### config.mk
export PLATFORM = sky130hd
export DESIGN_NAME = ced_dev_flat
export DESIGN_NICKNAME = d
export VERILOG_FILES = /design/src/ced_pkg.sv /design/src/ced_if.sv /design/src/ced_dev.sv /design/src/flat_wrapper.sv
export SDC_FILE = /design/constraint.sdc
export NUM_CORES = 1
export LEC_CHECK = 0
export BUFFER_PORTS_ARGS = -buffer_cell sky130_fd_sc_hd__buf_2
export CAP_MARGIN = 10
export CORE_ASPECT_RATIO = 1.4
export CORE_MARGIN = 2
export CORE_UTILIZATION = 57
export CTS_CLUSTER_SIZE = 14
export DETAILED_ROUTE_END_ITERATION = 10
export GPL_TIMING_DRIVEN = 0
export PLACE_DENSITY = 0.76
export SLEW_MARGIN = 40
export SYNTH_ARGS = -nofsm -noshare
export SYNTH_HDL_FRONTEND = slang
export SYNTH_SLANG_ARGS = --single-unit
export TNS_END_PERCENT = 30
### constraint.sdc
create_clock -name core_clk -period 5.9 [get_ports core_clk]
set_clock_uncertainty 0.2 [all_clocks]
set_input_delay 0.295 -clock core_clk [delete_from_list [all_inputs] [get_ports core_clk]]
set_output_delay 0.295 -clock core_clk [all_outputs]
set_load 0.01 [all_outputs]
### src/ced_pkg.sv
// shared constants and types for the config crc error detector
`default_nettype none

package ced_pkg;

  // crc engine
  localparam int          CRC_W       = 32;
  localparam logic [31:0] CRC_POLY    = 32'h04c11db7;
  localparam logic [31:0] CRC_INIT    = 32'hffffffff;
  localparam logic [31:0] SIG_CLEAN   = 32'h00000000;

  // error detection clock divisor 2**n, n in 0..8
  localparam int          DIV_EXP_W   = 4;
  localparam logic [3:0]  DIV_EXP_MAX = 4'h8;
  localparam int          DIV_CNT_W   = 8;

  // access port
  localparam int          SHIFT_BITS  = 32;
  localparam logic [5:0]  SHIFT_LAST  = 6'h1f;
  localparam logic [1:0]  LOAD_CYCLES = 2'h2;

  // timing at the 20 MHz core clock
  localparam int          CLK_PERIOD_NS   = 50;
  localparam int          RECONF_PULSE_NS = 500;
  localparam int          RECONF_PULSE_CYC =
    (RECONF_PULSE_NS + CLK_PERIOD_NS - 1) / CLK_PERIOD_NS;

  // device phases
  typedef enum logic [1:0]
  {
    CED_CFG  = 2'b00,
    CED_SEED = 2'b01,
    CED_USER = 2'b10
  } ced_phase_e;

  // user-side reader states
  typedef enum logic [1:0]
  {
    CED_IDLE  = 2'b00,
    CED_LOAD  = 2'b01,
    CED_SHIFT = 2'b10
  } ced_rd_e;

  // crc-32 of one word folded into a running value, msb first
  function automatic logic [31:0] ced_crc_word(input logic [31:0] crc,
                                               input logic [31:0] data);
    logic [31:0] c;
    c = crc;
    for (int i = 31; i >= 0; i--)
    begin
      if (c[31] ^ data[i])
        c = {c[30:0], 1'b0} ^ CRC_POLY;
      else
        c = {c[30:0], 1'b0};
    end
    return c;
  endfunction : ced_crc_word

endpackage : ced_pkg

`default_nettype wire

### src/ced_if.sv
// interface joining the crc error detector and the user core logic
`timescale 1ns/10ps
`default_nettype none

interface ced_if;
  logic acc_clk_en;          // access clock rising edge, one-cycle pulse
  logic shift_n_load;        // 1 shift, 0 parallel load
  logic load_src;            // 0 stored crc, 1 signature
  logic read_out;            // serial read bit
  logic err_o;               // soft error flag driven onto the pin
  logic err_oe;              // pin output enable
  logic bidirectional_pin;   // level seen back from the pin
  logic reconfig_request_n;  // active-low reconfiguration request

  // pin level resolves from the enable; undriven pin reads low
  assign bidirectional_pin = err_oe ? err_o : 1'b0;

  modport dev
  (
    input  acc_clk_en,
    input  shift_n_load,
    input  load_src,
    output read_out,
    output err_o,
    output err_oe,
    input  reconfig_request_n
  );

  modport usr
  (
    output acc_clk_en,
    output shift_n_load,
    output load_src,
    input  read_out,
    input  bidirectional_pin,
    output reconfig_request_n
  );
endinterface : ced_if

`default_nettype wire

### src/ced_dev.sv
// device end: configuration memory crc checker with serial access port
`timescale 1ns/10ps
`default_nettype none

module ced_dev #(
  parameter int DEPTH  = 16,  // configuration memory words
  parameter int ADDR_W = 4
)(
  input  wire logic                              core_clk,
  input  wire logic                              rstn,
  ced_if.dev                                     lnk,
  input  wire logic                              cfg_wr,
  input  wire logic [ADDR_W-1:0]                 cfg_addr,
  input  wire logic [31:0]                       cfg_data,
  input  wire logic                              cfg_done,
  input  wire logic                              det_enable,
  input  wire logic [ced_pkg::DIV_EXP_W-1:0]     div_exp,
  output logic                                   user_mode,
  output logic                                   pass_done
);

  logic [31:0]                  mem_r [DEPTH];
  ced_pkg::ced_phase_e          ph_r;
  logic [ced_pkg::DIV_EXP_W-1:0] exp_r;
  logic [ced_pkg::DIV_CNT_W-1:0] div_r;
  logic                         tick_r;
  logic [ADDR_W-1:0]            addr_r;
  logic [31:0]                  run_r;
  logic [31:0]                  store_r;
  logic [31:0]                  sig_r;
  logic                         err_r;
  logic [31:0]                  sreg_r;
  logic                         rq_n_q;
  logic                         last_word;
  logic [31:0]                  run_nxt;
  logic                         reset_all;

  assign last_word = (addr_r == ADDR_W'(DEPTH - 1));
  assign run_nxt   = ced_pkg::ced_crc_word(run_r, mem_r[addr_r]);
  // a low request sends the device back to configuration
  assign reset_all = !rq_n_q;

  ////////////////////////////////////////////////////////////////////////
  // request pin comes from the far system, so it is registered once
  always_ff @(posedge core_clk or negedge rstn)
  begin
    if (!rstn)
      rq_n_q <= 1'b1;
    else
      rq_n_q <= lnk.reconfig_request_n;
  end

  ////////////////////////////////////////////////////////////////////////
  // configuration memory; writes in user mode model upsets
  always_ff @(posedge core_clk)
  begin
    if (cfg_wr)
      mem_r[cfg_addr] <= cfg_data;
  end

  ////////////////////////////////////////////////////////////////////////
  // divisor latched on leaving configuration, clamped to 2**8
  always_ff @(posedge core_clk or negedge rstn)
  begin
    if (!rstn)
      exp_r <= ced_pkg::DIV_EXP_MAX;
    else if (ph_r == ced_pkg::CED_CFG && cfg_done)
      exp_r <= (div_exp > ced_pkg::DIV_EXP_MAX) ? ced_pkg::DIV_EXP_MAX
                                                : div_exp;
  end

  ////////////////////////////////////////////////////////////////////////
  // oscillator divider: one tick every 2**n core cycles
  always_ff @(posedge core_clk or negedge rstn)
  begin
    if (!rstn)
    begin
      div_r  <= '0;
      tick_r <= 1'b0;
    end
    else if (ph_r != ced_pkg::CED_USER)
    begin
      div_r  <= '0;
      tick_r <= 1'b0;
    end
    else
    begin
      tick_r <= (div_r == '0);
      if (div_r == '0)
        div_r <= ced_pkg::DIV_CNT_W'((9'h001 << exp_r) - 9'h001);
      else
        div_r <= div_r - 1'b1;
    end
  end

  ////////////////////////////////////////////////////////////////////////
  // phase and crc walk; in user mode one word per divided tick, so a pass
  // takes DEPTH ticks of the divided clock
  always_ff @(posedge core_clk or negedge rstn)
  begin
    if (!rstn)
    begin
      ph_r      <= ced_pkg::CED_CFG;
      addr_r    <= '0;
      run_r     <= ced_pkg::CRC_INIT;
      store_r   <= ced_pkg::SIG_CLEAN;
      sig_r     <= ced_pkg::SIG_CLEAN;
      err_r     <= 1'b0;
      user_mode <= 1'b0;
      pass_done <= 1'b0;
    end
    else if (reset_all)
    begin
      ph_r      <= ced_pkg::CED_CFG;
      addr_r    <= '0;
      run_r     <= ced_pkg::CRC_INIT;
      sig_r     <= ced_pkg::SIG_CLEAN;
      err_r     <= 1'b0;
      user_mode <= 1'b0;
      pass_done <= 1'b0;
    end
    else
    begin
      pass_done <= 1'b0;
      case (ph_r)
        ced_pkg::CED_CFG:
        begin
          if (cfg_done)
          begin
            addr_r <= '0;
            run_r  <= ced_pkg::CRC_INIT;
            ph_r   <= ced_pkg::CED_SEED;
          end
        end
        ced_pkg::CED_SEED:
        begin
          // precompute over fresh contents at full rate
          addr_r <= addr_r + 1'b1;
          run_r  <= run_nxt;
          if (last_word)
          begin
            store_r   <= run_nxt;
            addr_r    <= '0;
            run_r     <= ced_pkg::CRC_INIT;
            ph_r      <= det_enable ? ced_pkg::CED_USER : ced_pkg::CED_CFG;
            user_mode <= det_enable;
          end
        end
        ced_pkg::CED_USER:
        begin
          // only the divided tick advances the
          if (tick_r)
          begin
            addr_r <= last_word ? '0 : addr_r + 1'b1;
            run_r  <= last_word ? ced_pkg::CRC_INIT : run_nxt;
            if (last_word)
            begin
              // zero when clean; flag follows each pass alone
              sig_r     <= run_nxt ^ store_r;
              err_r     <= (run_nxt != store_r);
              pass_done <= 1'b1;
            end
          end
        end
        default: ph_r <= ced_pkg::CED_CFG;
      endcase
    end
  end

  ////////////////////////////////////////////////////////////////////////
  // access shift register, moved only on access clock edges
  always_ff @(posedge core_clk or negedge rstn)
  begin
    if (!rstn)
      sreg_r <= '0;
    else if (lnk.acc_clk_en)
    begin
      if (lnk.shift_n_load)
        sreg_r <= {1'b0, sreg_r[31:1]};
      else
        sreg_r <= lnk.load_src ? sig_r : store_r;
    end
  end

  ////////////////////////////////////////////////////////////////////////
  // pins: flag timed by the engine clock; pin always enabled
  assign lnk.read_out = sreg_r[0];
  assign lnk.err_o    = err_r;
  assign lnk.err_oe   = 1'b1;

endmodule : ced_dev

`default_nettype wire

### src/flat_wrapper.sv
// flat-port wrapper written by rule: the top's interface ports become plain ports
module ced_dev_flat 
#(
  parameter int DEPTH  = 16,                               
  parameter int ADDR_W = 4
)
  (core_clk, rstn, cfg_wr, cfg_addr, cfg_data, cfg_done, det_enable, div_exp, user_mode, pass_done, lnk_acc_clk_en, lnk_shift_n_load, lnk_load_src, lnk_read_out, lnk_err_o, lnk_err_oe, lnk_reconfig_request_n);
  ced_if lnk_i ();
  input  wire logic core_clk;
  input  wire logic rstn;
  input  wire logic cfg_wr;
  input  wire logic [ADDR_W-1:0] cfg_addr;
  input  wire logic [31:0] cfg_data;
  input  wire logic cfg_done;
  input  wire logic det_enable;
  input  wire logic [ced_pkg::DIV_EXP_W-1:0] div_exp;
  output logic user_mode;
  output logic pass_done;
  input wire logic [$bits(lnk_i.acc_clk_en)-1:0] lnk_acc_clk_en;
  input wire logic [$bits(lnk_i.shift_n_load)-1:0] lnk_shift_n_load;
  input wire logic [$bits(lnk_i.load_src)-1:0] lnk_load_src;
  output wire logic [$bits(lnk_i.read_out)-1:0] lnk_read_out;
  output wire logic [$bits(lnk_i.err_o)-1:0] lnk_err_o;
  output wire logic [$bits(lnk_i.err_oe)-1:0] lnk_err_oe;
  input wire logic [$bits(lnk_i.reconfig_request_n)-1:0] lnk_reconfig_request_n;
  assign lnk_i.acc_clk_en = lnk_acc_clk_en;
  assign lnk_i.shift_n_load = lnk_shift_n_load;
  assign lnk_i.load_src = lnk_load_src;
  assign lnk_read_out = lnk_i.read_out;
  assign lnk_err_o = lnk_i.err_o;
  assign lnk_err_oe = lnk_i.err_oe;
  assign lnk_i.reconfig_request_n = lnk_reconfig_request_n;
  ced_dev #(.DEPTH(DEPTH), .ADDR_W(ADDR_W)) u_core (.core_clk(core_clk), .rstn(rstn), .lnk(lnk_i), .cfg_wr(cfg_wr), .cfg_addr(cfg_addr), .cfg_data(cfg_data), .cfg_done(cfg_done), .det_enable(det_enable), .div_exp(div_exp), .user_mode(user_mode), .pass_done(pass_done));
endmodule
### Yosys cells after proc, flatten, opt, wreduce, memory -nomap -nowiden

Memory sizes are Yosys's and may differ from the RTL's.
Cells that the tools add are included.

* bits in registers: 151
* RAM bits: 512
* memories: 1

Memories
* u_core.mem_r: words 16, width 32, rd ports 1, clocked after memory_dff 0, write ports 1, RTL line ced_dev.sv:22 `logic [31:0] mem_r [DEPTH];`

* add/subtract/negate cells: 3
* $lt $le $gt $ge: 1
* equality and inequality tests: 14
* shifts and indexed selects: 1
* multiplexer cells: 70
* bitwise logic cells: 65
* reduce and logical (&&, ||, !) cells: 8

Operators by type and width (number)
* 2-to-1 mux 27 bit: 32
* inverter 14 bit: 32
* 2-to-1 mux 32 bit: 10
* one-hot mux 32 bit (3 select lines): 1
* != test 32 bit: 1
* bitwise XOR 1 bit: 32
* bitwise XOR 32 bit: 1
* 2-to-1 mux 4 bit: 5
* 2-to-1 mux 8 bit: 2
* subtractor 8 x 1 -> 8 bit (second input constant): 2
* 2-to-1 mux 1 bit: 14
* one-hot mux 4 bit (3 select lines): 1
* AND reduction 3 bit: 4
* != test 2 bit (second input constant): 5
* zero test 8 bit: 1
* 2-to-1 mux 2 bit: 4
* << shifter 1 x 4 -> 8 bit (first input constant): 1
* != test 3 bit (second input constant): 2
* one-hot mux 2 bit (3 select lines): 1
* adder 4 x 1 -> 4 bit (second input constant): 1
* == test 4 bit (second input constant): 1
* greater-than comparator 4 bit (second input constant): 1
* != test 4 bit (second input constant): 1
* != test 3 x 2 -> 1 bit (second input constant): 1
* other kinds (6): 6

### Depth between registers and ports, before layout

Gate-level depths: netlist (run 1).
An unclocked memory read counts as a cell.

* depth in word-level cells: 70
* mapped depth: 23
* gate-level depth less buffers: 15

### Least setup slack after synthesis (run 1)

OpenSTA, ideal clock, no wires.

* path type: reg2reg
* start point: register u_core.addr_r[1]
* end point: register u_core.err_r, in the netlist u_core.lnk.err_o
* data arrival time: 5.172 ns
* required time: 5.564 ns
* path slack: 0.392 ns
* stages on the path, launching flop included: 21
* path buffers: 6
* cells stage by stage: dfrtp_1 > buf_4 > buf_6 > buf_12 > buf_6 > buf_4 > mux2i_1 > a221oi_1 > mux2i_1 > xnor2_2 > xnor2_1 > xor2_1 > xnor3_1 > xor2_4 > xor3_1 > buf_4 > xnor3_1 > nor4b_1 > o2111ai_1 > nor4_1 > a31oi_1

* longest elaborated chain between the ends: 47

RTL lines
* from (decl): RTL line ced_dev.sv:27 `logic [ADDR_W-1:0] addr_r;`
* from (signal assigned): RTL line ced_dev.sv:138 `addr_r <= addr_r + 1'b1;`
* from (signal assigned): RTL line ced_dev.sv:154 `addr_r <= last_word ? '0 : addr_r + 1'b1;`
* memory (16 x 32 bit)
* bitwise XOR 1 bit: RTL line ced_pkg.sv:51 `if (c[31] ^ data[i])`
* 2-to-1 mux 27 bit: RTL line ced_pkg.sv:51
* inverter 14 bit (no source line), or another cell as far along
* 2-to-1 mux 27 bit / inverter 14 bit (equally long branches) (2 in a row)
* inverter 14 bit (no source line) / 2-to-1 mux 27 bit (equally long branches)
* 2-to-1 mux 27 bit, or another cell as far along: RTL line ced_pkg.sv:51
* inverter 14 bit (no source line) / 2-to-1 mux 27 bit (equally long branches)
* (+30 left out)
* 2-to-1 mux 27 bit / inverter 14 bit (equally long branches)
* bitwise XOR 1 bit, or another cell as far along: RTL line ced_pkg.sv:51
* 2-to-1 mux 27 bit: RTL line ced_pkg.sv:51
* != test 32 bit: RTL line ced_dev.sv:160 `err_r <= (run_nxt != store_r);`
* 2-to-1 mux 1 bit: RTL line ced_dev.sv:156 `if (last_word)`
* 2-to-1 mux 1 bit: RTL line ced_dev.sv:152 `if (tick_r)`
* 2-to-1 mux 1 bit: RTL line ced_dev.sv:125 `case (ph_r)`
* 2-to-1 mux 1 bit: RTL line ced_dev.sv:112 `else if (reset_all)`
* to (signal assigned): RTL line ced_dev.sv:160
* to (decl): RTL line ced_dev.sv:31 `logic err_r;`

Parallel ways exist; a longest one is shown, timed or not. The select of a mux whose other input is x is not followed.
A chain may end at the register's enable or synchronous reset.

### Final worst setup path (run 1)

Ends and elaborated chain as after synthesis.

==> impl_metrics.xml, run 1 <==
<?xml version="1.0" encoding="UTF-8"?>
<metrics>
  <group name="critical_path">
    <metric name="timing.critical_path.mode_cell" unit="">sky130_fd_sc_hd__buf_12</metric>
    <metric name="worst-path-buf-inv" unit="">7</metric>
    <metric name="required" unit="ns">6.20</metric>
    <metric name="max_stage_delay" unit="ns">0.56</metric>
    <metric name="cp-start-kind" unit="">flop</metric>
    <metric name="critPathCaptureType" unit="">flop</metric>
    <metric name="critical-path-slowest-cell" unit="">sky130_fd_sc_hd__xnor3_1</metric>
    <metric name="cp_top_family" unit="">XOR/XNOR gates</metric>
    <metric name="timing.critical_path.cells" unit="">buf_8, buf_12, buf_12, buf_8, buf_12, buf_12, buf_6, mux4_2, nand2_1, and3_1, a31oi_2, xor2_2, xnor2_1, xor3_1, xnor2_2, xnor3_1, xor2_1, and4_1, nand4_1, nor4_2, a31oi_1</metric>
    <metric name="arrival" unit="ns">6.23</metric>
    <metric name="cp_max_fanout" unit="">10</metric>
    <metric name="criticalPathCategory" unit="">flop to flop</metric>
  </group>
  <group name="global_route">
    <metric name="grt_start_max_net_pins" unit="">78</metric>
    <metric name="antenna_found_initial" unit="">1</metric>
    <metric name="globalRouteOverflowTotal" unit="">0</metric>
    <metric name="global_route.usage.total" unit="%">28.69</metric>
    <metric name="grt_first_pass_wirelength" unit="um">116400</metric>
    <metric name="number_of_global_route_vias_before_repair" unit="">18860</metric>
  </group>
  <group name="floorplan">
    <metric name="num_rows" unit="">100</metric>
    <metric name="design.die.area" unit="um^2">55670</metric>
    <metric name="io_pins" unit="">54</metric>
    <metric name="chipHeight" unit="um">278.4</metric>
    <metric name="core-area" unit="um^2">53180</metric>
    <metric name="initial_standard_cell_utilization_of_the_core" unit="%">57.64</metric>
    <metric name="dieWidth" unit="um">200.0</metric>
  </group>
  <group name="route">
    <metric name="antenna_left" unit="">0</metric>
    <metric name="wire_per_inst" unit="um">26.10</metric>
    <metric name="drt_drc_violations_left" unit="">0</metric>
    <metric name="num_vias" unit="">18140</metric>
    <metric name="first_iter_violations" unit="">1480</metric>
    <metric name="avgViaCountPerCell" unit="">6.047</metric>
    <metric name="dr.pass1.iters" unit="">5</metric>
    <metric name="drt_wl_total" unit="um">78310</metric>
  </group>
  <group name="cts">
    <metric name="cts.htree.levels" unit="">2</metric>
    <metric name="clock_tree.buffer_depth" unit="">3</metric>
    <metric name="clk_latency" unit="ns">0.65</metric>
    <metric name="tritoncts_buffer_count" unit="">61</metric>
    <metric name="cts-root-buf" unit="">sky130_fd_sc_hd__clkbuf_16</metric>
    <metric name="clk_slew_on_worst_s_h_paths" unit="ns">0.07</metric>
    <metric name="tritoncts" unit="">done</metric>
    <metric name="clock_sink_count" unit="">663</metric>
  </group>
  <group name="yosys">
    <metric name="sequential_cell_area_fraction_in_the_yosys_report" unit="%">62.63</metric>
    <metric name="dominantRegCellSynth" unit="">sky130_fd_sc_hd__edfxtp_1</metric>
    <metric name="synthCells" unit="">1911</metric>
    <metric name="number_of_enable_type_register_cells_in_the_synthesized_netlist" unit="">512</metric>
    <metric name="combinational_family_with_the_most_area_after_synthesis" unit="">XOR/XNOR gates</metric>
    <metric name="synth-seq-cells" unit="">663</metric>
    <metric name="adder_cell_share_of_the_synthesized_area" unit="%">0.2449</metric>
    <metric name="yosysWarningCount" unit="">0</metric>
    <metric name="synth_cell_type_count" unit="">66</metric>
    <metric name="compound_gate_fraction_of_synth_area" unit="%">4.960</metric>
    <metric name="post_synth_net_total" unit="">1966</metric>
    <metric name="synth_simple_gate_area_share" unit="%">4.498</metric>
    <metric name="post_synth_xor_xnor_area" unit="%">13.62</metric>
    <metric name="asyncSetResetFlopFracSynth" unit="%">22.78</metric>
    <metric name="mappedNetlistArea" unit="um^2">30650</metric>
    <metric name="post_synth_mux_area_share" unit="%">12.29</metric>
    <metric name="syn_avg_cell_area" unit="um^2">16.04</metric>
  </group>
  <group name="run">
    <metric name="max_cap_viol_count" unit="">0</metric>
  </group>
  <group name="timing">
    <metric name="period_minus_slack" unit="ns">5.930</metric>
    <metric name="rsz0062_at_grt" unit="">true</metric>
    <metric name="report.final.setup_viol" unit="">1</metric>
    <metric name="maximum_achievable_frequency" unit="MHz">168.6</metric>
    <metric name="timing.final.hold_violations" unit="">0</metric>
    <metric name="final.setup.tns" unit="ns">-0.03016</metric>
    <metric name="post-route-period-util" unit="%">100.5</metric>
    <metric name="final_max_slew_viol_count" unit="">0</metric>
    <metric name="max-slew-margin-rel" unit="%">48.68</metric>
    <metric name="worst_slew_pin_slew" unit="ns">0.7698</metric>
    <metric name="setup_slack" unit="ns">-0.03016</metric>
  </group>
  <group name="outcome">
    <metric name="violations" unit="">setup timing</metric>
    <metric name="status" unit="">finished with violations</metric>
  </group>
  <group name="placement">
    <metric name="place.detailed.hpwl" unit="um">53780</metric>
    <metric name="gp_routability_congestion" unit="">0.9305</metric>
    <metric name="numPortBuffers" unit="">49</metric>
    <metric name="place_inst" unit="">2733</metric>
  </group>
  <group name="layout">
    <metric name="nets" unit="">2291</metric>
    <metric name="n_fill_cell" unit="">3287</metric>
    <metric name="final_core_utilization" unit="%">70.27</metric>
    <metric name="instances_no_fill" unit="">3000</metric>
    <metric name="share_of_final_layout_standard_cells_stronger_than_drive_strength_1" unit="%">30.50</metric>
    <metric name="synthesis_to_finish_area_growth" unit="%">21.90</metric>
  </group>
  <group name="min_path">
    <metric name="hold_path.class" unit="">primary input to flop</metric>
  </group>
</metrics>
timing repair:
item / 4_1_cts / 5_1_grt
endpoints found under the setup margin: 96 / 18
pin swaps: 51 / 23
buffers inserted: 71 / 33
resized for setup: 146 / 60
hold buffers: 50 / 0
endpoints found under the hold margin: 671 / 0
cell usage after synthesis, types with 7 or more instances:
cell                       number  area share, %
sky130_fd_sc_hd__edfxtp_1     512             50
sky130_fd_sc_hd__nand2_1      159            1.9
sky130_fd_sc_hd__xnor2_1      141            4.0
sky130_fd_sc_hd__mux2i_1      129            4.2
sky130_fd_sc_hd__dfrtp_1      117            9.6
sky130_fd_sc_hd__o21ai_0       80            1.3
sky130_fd_sc_hd__mux2_2        76            2.8
sky130_fd_sc_hd__mux4_2        67            4.9
sky130_fd_sc_hd__xor2_1        67            1.9
sky130_fd_sc_hd__nor2_1        62           0.76
sky130_fd_sc_hd__xnor3_1       54            4.0
sky130_fd_sc_hd__clkbuf_1      47           0.58
sky130_fd_sc_hd__a21oi_1       37           0.60
sky130_fd_sc_hd__dfstp_2       34            2.9
sky130_fd_sc_hd__o22ai_1       33           0.67
sky130_fd_sc_hd__a221oi_1      24           0.69
sky130_fd_sc_hd__and2_1        18           0.37
sky130_fd_sc_hd__buf_4         15           0.37
sky130_fd_sc_hd__o221ai_1      15           0.43
sky130_fd_sc_hd__xnor2_2       13           0.69
sky130_fd_sc_hd__buf_2         10           0.16
sky130_fd_sc_hd__mux2_1        10           0.37
sky130_fd_sc_hd__nand3_1       10           0.16
sky130_fd_sc_hd__o22a_1        10           0.29
sky130_fd_sc_hd__xor3_1        10           0.78
sky130_fd_sc_hd__buf_1          9           0.11
sky130_fd_sc_hd__buf_6          9           0.33
sky130_fd_sc_hd__nand2b_1       9           0.18
sky130_fd_sc_hd__nor2b_1        9           0.18
sky130_fd_sc_hd__nor3_1         9           0.15
sky130_fd_sc_hd__xnor2_4        8           0.72
sky130_fd_sc_hd__a21boi_0       7           0.17
sky130_fd_sc_hd__xor2_2         7           0.37
cells by family (layout without fill, tap and decap cells):
logic type / Yosys count / in the layout
flops: 663 / 663
xor+xnor: 314 / 314
simple gates: 309 / 309
mux: 282 / 282
compound gates: 237 / 237
buf+inv: 99 / 473
fa+ha+maj: 6 / 6
other cells: 1 / 2
metal layers:
metal	global-route usage (%)	part of all wire (%)	vias to the layer above	wire length (um)
met3	3.563	5.7	208	4437
met5	0	0	-	0
met4	14.04	4.9	0	3875
met2	50.15	53	768	41260
li1	-	-	7854	-
met1	35.13	37	9311	28750
flip-flops by register name, indices dropped and copies added, names as in the netlist:
register,cells
u_core.user_mode,1
u_core.rq_n_q,1
u_core.ph_r,2
u_core.tick_r,1
u_core.mem_r,512
u_core.sreg_r,32
u_core.sig_r,32
u_core.div_r,8
u_core.store_r,32
u_core.lnk.err_o,1
u_core.run_r,32
u_core.addr_r,4
u_core.pass_done,1
u_core.exp_r,4
cell type report:
cell class,count,area [um^2],share of cell area (%)
clock buffer,85,1732,4.634
buffer,92,683.2,1.828
antenna,1,2.502,0.006697
inverter,7,26.28,0.07032
tap,714,893.4,2.391
multi-input combinational,1149,11990,32.08
sequential,663,19200,51.38
timing repair buffer,262,2544,6.808
clock inverter,27,300.3,0.8037
worst paths after layout:
check,start,to,slack (ns),depth (start not counted)
min in group asynchronous,rstn,u_core.exp_r[3],0.54,3
min,lnk_shift_n_load,u_core.sreg_r[6],0.08,4
min reg2reg,u_core.sig_r[1],u_core.sig_r[1],0.29,2
max,u_core.addr_r[1],u_core.lnk.err_o,-0.03,21
max reg2reg,u_core.addr_r[1],u_core.lnk.err_o,-0.03,21
max in group asynchronous,rstn,u_core.run_r[31],4.12,5
cell usage in the layout, fill, tap and decap left out, types with 10 or more instances in the layout:
| master | count |
|---|---|
| sky130_fd_sc_hd__a21oi_1 | 37 |
| sky130_fd_sc_hd__a221oi_1 | 21 |
| sky130_fd_sc_hd__and2_1 | 18 |
| sky130_fd_sc_hd__buf_12 | 19 |
| sky130_fd_sc_hd__buf_16 | 16 |
| sky130_fd_sc_hd__buf_2 | 61 |
| sky130_fd_sc_hd__buf_4 | 116 |
| sky130_fd_sc_hd__buf_6 | 18 |
| sky130_fd_sc_hd__buf_8 | 20 |
| sky130_fd_sc_hd__clkbuf_1 | 50 |
| sky130_fd_sc_hd__clkbuf_16 | 62 |
| sky130_fd_sc_hd__dfrtp_1 | 116 |
| sky130_fd_sc_hd__dfstp_2 | 34 |
| sky130_fd_sc_hd__dlygate4sd3_1 | 50 |
| sky130_fd_sc_hd__edfxtp_1 | 512 |
| sky130_fd_sc_hd__mux2_1 | 10 |
| sky130_fd_sc_hd__mux2_2 | 76 |
| sky130_fd_sc_hd__mux2i_1 | 122 |
| sky130_fd_sc_hd__mux4_2 | 67 |
| sky130_fd_sc_hd__nand2_1 | 158 |
| sky130_fd_sc_hd__nand3_1 | 10 |
| sky130_fd_sc_hd__nor2_1 | 47 |
| sky130_fd_sc_hd__nor2_4 | 13 |
| sky130_fd_sc_hd__o21ai_0 | 77 |
| sky130_fd_sc_hd__o221ai_1 | 14 |
| sky130_fd_sc_hd__o22a_1 | 10 |
| sky130_fd_sc_hd__o22ai_1 | 31 |
| sky130_fd_sc_hd__xnor2_1 | 102 |
| sky130_fd_sc_hd__xnor2_2 | 29 |
| sky130_fd_sc_hd__xnor2_4 | 31 |
| sky130_fd_sc_hd__xnor3_1 | 36 |
| sky130_fd_sc_hd__xnor3_2 | 24 |
| sky130_fd_sc_hd__xor2_1 | 51 |
| sky130_fd_sc_hd__xor2_2 | 14 |
| sky130_fd_sc_hd__xor2_4 | 13 |
worst min-delay path: stages:
cell and delay [ns]:
sky130_fd_sc_hd__clkbuf_1 0.32, sky130_fd_sc_hd__nand2_1 0.08, sky130_fd_sc_hd__o21ai_0 0.05, sky130_fd_sc_hd__mux2_2 0.14
metrics by stage:
| step | hold slack (ns) | worst slack, ns | cell area (um^2) |
|---|---|---|---|
| final | 0.08122 | -0.03016 | 37360 |
| after global routing | 0.08123 | -0.1225 | 37360 |
| after CTS | 0.05063 | -0.1169 | 36790 |
| after detailed placement | -0.1015 | -1.586 | 32780 |
| after global placement | 0.2215 | -1.565 | 31790 |
| after floorplan | -0.2006 | 0.3920 | 30650 |
Power of run 1 is left out: the tool's default activity adds up to more than one toggle a clock period on the data nets, which glitch-free logic cannot reach.
==> run 2, diff against run 1 <==
--- a/config.mk
+++ b/config.mk
@@ -9,11 +9,11 @@
 export CAP_MARGIN = 10
 export CORE_ASPECT_RATIO = 1.4
 export CORE_MARGIN = 2
-export CORE_UTILIZATION = 57
+export CORE_UTILIZATION = 60
 export CTS_CLUSTER_SIZE = 14
 export DETAILED_ROUTE_END_ITERATION = 10
 export GPL_TIMING_DRIVEN = 0
-export PLACE_DENSITY = 0.76
+export PLACE_DENSITY = 0.77
 export SLEW_MARGIN = 40
 export SYNTH_ARGS = -nofsm -noshare
 export SYNTH_HDL_FRONTEND = slang
==> constraint.sdc (replaced) <==
create_clock -name core_clk -period 5.8 [get_ports core_clk]
set_clock_uncertainty 0.2 [all_clocks]
set_input_delay 0.29 -clock core_clk [delete_from_list [all_inputs] [get_ports core_clk]]
set_output_delay 0.29 -clock core_clk [all_outputs]
set_load 0.01 [all_outputs]
==> run 2 against run 1 <==
  * The flow still finishes with violations (setup timing)
  * Global-route usage increased by 1.4 points
  * Critical path depth decreased by 5
  * Register-to-register slack got worse by 0.25 ns
  * Die area decreased by 4.9%
  * Worst hold slack got worse by 0.040 ns
  * Setup slack got worse by 0.25 ns
  * Cell area increased by 1.4%
  * Flip-flop and latch count unchanged
  * Via count increased by 4.0%
  * Wire length increased by 7.0%
  * First-iteration DRC count increased by 17%
  * Sequential share of layout area decreased by 0.69 points
  * Critical path type unchanged
  * Highest routed layer unchanged
==> impl_metrics.xml, run 2 (synthesized netlist as in run 1, its figures left out) <==
<?xml version="1.0" encoding="UTF-8"?>
<metrics>
  <group name="timing">
    <metric name="period_minus_slack" unit="ns">6.077</metric>
    <metric name="report.final.setup_viol" unit="">8</metric>
    <metric name="post-route-period-util" unit="%">104.8</metric>
    <metric name="max-slew-margin-rel" unit="%">41.57</metric>
    <metric name="timing.final.hold_violations" unit="">0</metric>
    <metric name="final.setup.tns" unit="ns">-0.8987</metric>
    <metric name="maximum_achievable_frequency" unit="MHz">164.6</metric>
    <metric name="final_max_slew_viol_count" unit="">0</metric>
    <metric name="setup_slack" unit="ns">-0.2768</metric>
    <metric name="rsz0062_at_grt" unit="">true</metric>
    <metric name="finalHoldWorstSlack" unit="ns">0.04118</metric>
    <metric name="worst_slew_pin_slew" unit="ns">0.8765</metric>
  </group>
  <group name="route">
    <metric name="num_vias" unit="">18860</metric>
    <metric name="antenna_left" unit="">0</metric>
    <metric name="dr.pass1.iters" unit="">5</metric>
    <metric name="drt_drc_violations_left" unit="">0</metric>
    <metric name="wire_per_inst" unit="um">28.18</metric>
    <metric name="first_iter_violations" unit="">1727</metric>
    <metric name="drt_wl_total" unit="um">83810</metric>
    <metric name="avgViaCountPerCell" unit="">6.343</metric>
  </group>
  <group name="cts">
    <metric name="clk_slew_on_worst_s_h_paths" unit="ns">0.06</metric>
    <metric name="cts-root-buf" unit="">sky130_fd_sc_hd__clkbuf_16</metric>
    <metric name="tritoncts_buffer_count" unit="">59</metric>
    <metric name="clk_latency" unit="ns">0.64</metric>
    <metric name="clock_tree.buffer_depth" unit="">3</metric>
    <metric name="tritoncts" unit="">done</metric>
    <metric name="clock_sink_count" unit="">663</metric>
    <metric name="cts.htree.levels" unit="">2</metric>
  </group>
  <group name="placement">
    <metric name="numPortBuffers" unit="">49</metric>
    <metric name="place.detailed.hpwl" unit="um">53240</metric>
    <metric name="gp_routability_congestion" unit="">0.9363</metric>
    <metric name="place_area" unit="um^2">32620</metric>
  </group>
  <group name="global_route">
    <metric name="grtUsageMet1" unit="%">36.91</metric>
    <metric name="global_route.usage.total" unit="%">30.13</metric>
    <metric name="antenna_found_initial" unit="">0</metric>
    <metric name="number_of_global_route_vias_before_repair" unit="">19000</metric>
    <metric name="met3_routing_resource_usage_after_global_routing" unit="%">3.889</metric>
    <metric name="grt_start_max_net_pins" unit="">79</metric>
    <metric name="grt_first_pass_wirelength" unit="um">117800</metric>
    <metric name="globalRouteOverflowTotal" unit="">0</metric>
    <metric name="use_met2" unit="%">52.73</metric>
    <metric name="busiest_layer" unit="">met2</metric>
  </group>
  <group name="critical_path">
    <metric name="timing.critical_path.mode_cell" unit="">sky130_fd_sc_hd__xnor3_2</metric>
    <metric name="required" unit="ns">6.10</metric>
    <metric name="critical-path-slowest-cell" unit="">sky130_fd_sc_hd__xor3_2</metric>
    <metric name="cp_top_family" unit="">XOR/XNOR gates</metric>
    <metric name="cp-start-kind" unit="">flop</metric>
    <metric name="cp_max_fanout" unit="">8</metric>
    <metric name="critPathCaptureType" unit="">flop</metric>
    <metric name="criticalPathCategory" unit="">flop to flop</metric>
    <metric name="worst-path-buf-inv" unit="">1</metric>
    <metric name="max_stage_delay" unit="ns">0.58</metric>
    <metric name="timing.critical_path.cells" unit="">buf_4, nand2b_2, o22ai_1, a221oi_1, mux2i_2, xnor2_4, xor3_2, xnor3_2, xor3_2, xor3_4, xnor3_2, xnor3_2, xnor2_2, o2111ai_1, nor4_2, a31oi_1</metric>
    <metric name="arrival" unit="ns">6.38</metric>
  </group>
  <group name="floorplan">
    <metric name="num_rows" unit="">98</metric>
    <metric name="io_pins" unit="">54</metric>
    <metric name="dieWidth" unit="um">195.0</metric>
    <metric name="design.die.area" unit="um^2">52940</metric>
    <metric name="initial_standard_cell_utilization_of_the_core" unit="%">60.38</metric>
    <metric name="chipHeight" unit="um">271.4</metric>
    <metric name="core-area" unit="um^2">50760</metric>
  </group>
  <group name="layout">
    <metric name="final_core_utilization" unit="%">74.61</metric>
    <metric name="synthesis_to_finish_area_growth" unit="%">23.57</metric>
    <metric name="layout.cell_area.non_filler" unit="um^2">37880</metric>
    <metric name="layout_common_cells" unit="">512 x sky130_fd_sc_hd__edfxtp_1, 159 x sky130_fd_sc_hd__buf_4, 157 x sky130_fd_sc_hd__nand2_1</metric>
    <metric name="antennaDiodeCount" unit="">0</metric>
    <metric name="share_of_final_layout_standard_cells_stronger_than_drive_strength_1" unit="%">33.35</metric>
    <metric name="nets" unit="">2338</metric>
    <metric name="n_fill_cell" unit="">2822</metric>
    <metric name="final_common_cell" unit="">sky130_fd_sc_hd__edfxtp_1</metric>
    <metric name="top_register" unit="">u_core.mem_r</metric>
    <metric name="largest_reg_flops" unit="">512</metric>
  </group>
  <group name="run">
    <metric name="max_cap_viol_count" unit="">0</metric>
  </group>
  <group name="outcome">
    <metric name="violations" unit="">setup timing</metric>
    <metric name="status" unit="">finished with violations</metric>
  </group>
  <group name="min_path">
    <metric name="hold_path.class" unit="">primary input to async pin</metric>
  </group>
</metrics>
## run 2: changes by cell type in the layout (fill, tap and decap cells not counted), moves of 4 or more
cell                       before  now
sky130_fd_sc_hd__a221oi_2       3    7
sky130_fd_sc_hd__xnor3_1       36   32
sky130_fd_sc_hd__xnor2_4       31   35
sky130_fd_sc_hd__xnor2_1      102   91
sky130_fd_sc_hd__xor2_1        51   47
sky130_fd_sc_hd__buf_4        116  159
sky130_fd_sc_hd__xnor3_2       24   28
sky130_fd_sc_hd__xor2_2        14   18
sky130_fd_sc_hd__a221oi_1      21   17
sky130_fd_sc_hd__clkbuf_8       9    3
sky130_fd_sc_hd__mux2i_1      122  118
sky130_fd_sc_hd__buf_8         20   28
sky130_fd_sc_hd__xnor2_2       29   36
## run 2: path summary, 6_finish.rpt
path / from / to / slack (ns) / depth (start not counted)
hold / removal: rstn / u_core.div_r[7] / 0.04 / 3
hold reg to reg: u_core.sig_r[30] / u_core.sig_r[30] / 0.28 / 2
setup / recovery: u_core.addr_r[2] / u_core.lnk.err_o / -0.28 / 16
setup reg to reg: u_core.addr_r[2] / u_core.lnk.err_o / -0.28 / 16
min in group core_clk: cfg_addr[2] / u_core.mem_r[1][10] / 0.05 / 3
max in group asynchronous: rstn / u_core.run_r[25] / 4.56 / 4
## run 2: per-stage QoR
step / std cells / setup WS, ns
6_report: 2974 / -0.2768
5_1_grt: 2974 / -0.5367
4_1_cts: 2888 / -0.09725
3_5_place_dp: 2667 / -1.721
3_3_place_gp: 2610 / -1.630
2_1_floorplan: 1911 / 0.2920
## run 2: cell type report
cell class                 instances  area, um^2  share of cell area [%]
sequential                       663       19200                   50.68
multi-input combinational       1149       12290                   32.44
buffer                            91       753.2                   1.989
inverter                           7       27.53                 0.07267
clock inverter                    23       305.3                  0.8060
timing repair buffer             312        2870                   7.578
clock buffer                      79        1624                   4.288
tap                              650       813.3                   2.147
## run 2: worst register-to-register path: stages, from the launching register on
cell and delay (ns):
sky130_fd_sc_hd__dfrtp_1 0.34, sky130_fd_sc_hd__buf_4 0.25, sky130_fd_sc_hd__nand2b_2 0.37, sky130_fd_sc_hd__o22ai_1 0.18, sky130_fd_sc_hd__a221oi_1 0.40, sky130_fd_sc_hd__mux2i_2 0.21, sky130_fd_sc_hd__xnor2_4 0.36, sky130_fd_sc_hd__xor3_2 0.59
sky130_fd_sc_hd__xnor3_2 0.44, sky130_fd_sc_hd__xor3_2 0.47, sky130_fd_sc_hd__xor3_4 0.53, sky130_fd_sc_hd__xnor3_2 0.29, sky130_fd_sc_hd__xnor3_2 0.53, sky130_fd_sc_hd__xnor2_2 0.22, sky130_fd_sc_hd__o2111ai_1 0.21, sky130_fd_sc_hd__nor4_2 0.26
sky130_fd_sc_hd__a31oi_1 0.10
## run 2: per-layer routing
layer / up-vias / part of all wire, % / routed length [um]
met5: - / 0 / 0
met4: 0 / 6.4 / 5368
met3: 287 / 7.1 / 5918
met2: 1028 / 51 / 43130
met1: 9599 / 35 / 29390
li1: 7950 / - / -
## run 2: timing repair
item | 4_1_cts | 5_1_grt
setup buffers | 69 | 85
hold endpoints to repair | 667 | 0
resized for setup | 184 | 99
hold buffers | 50 | 0
endpoints found under the setup margin | 97 | 22
pin swaps | 57 | 66
cloned | 0 | 2
Power of run 2 is left out for the same reason.
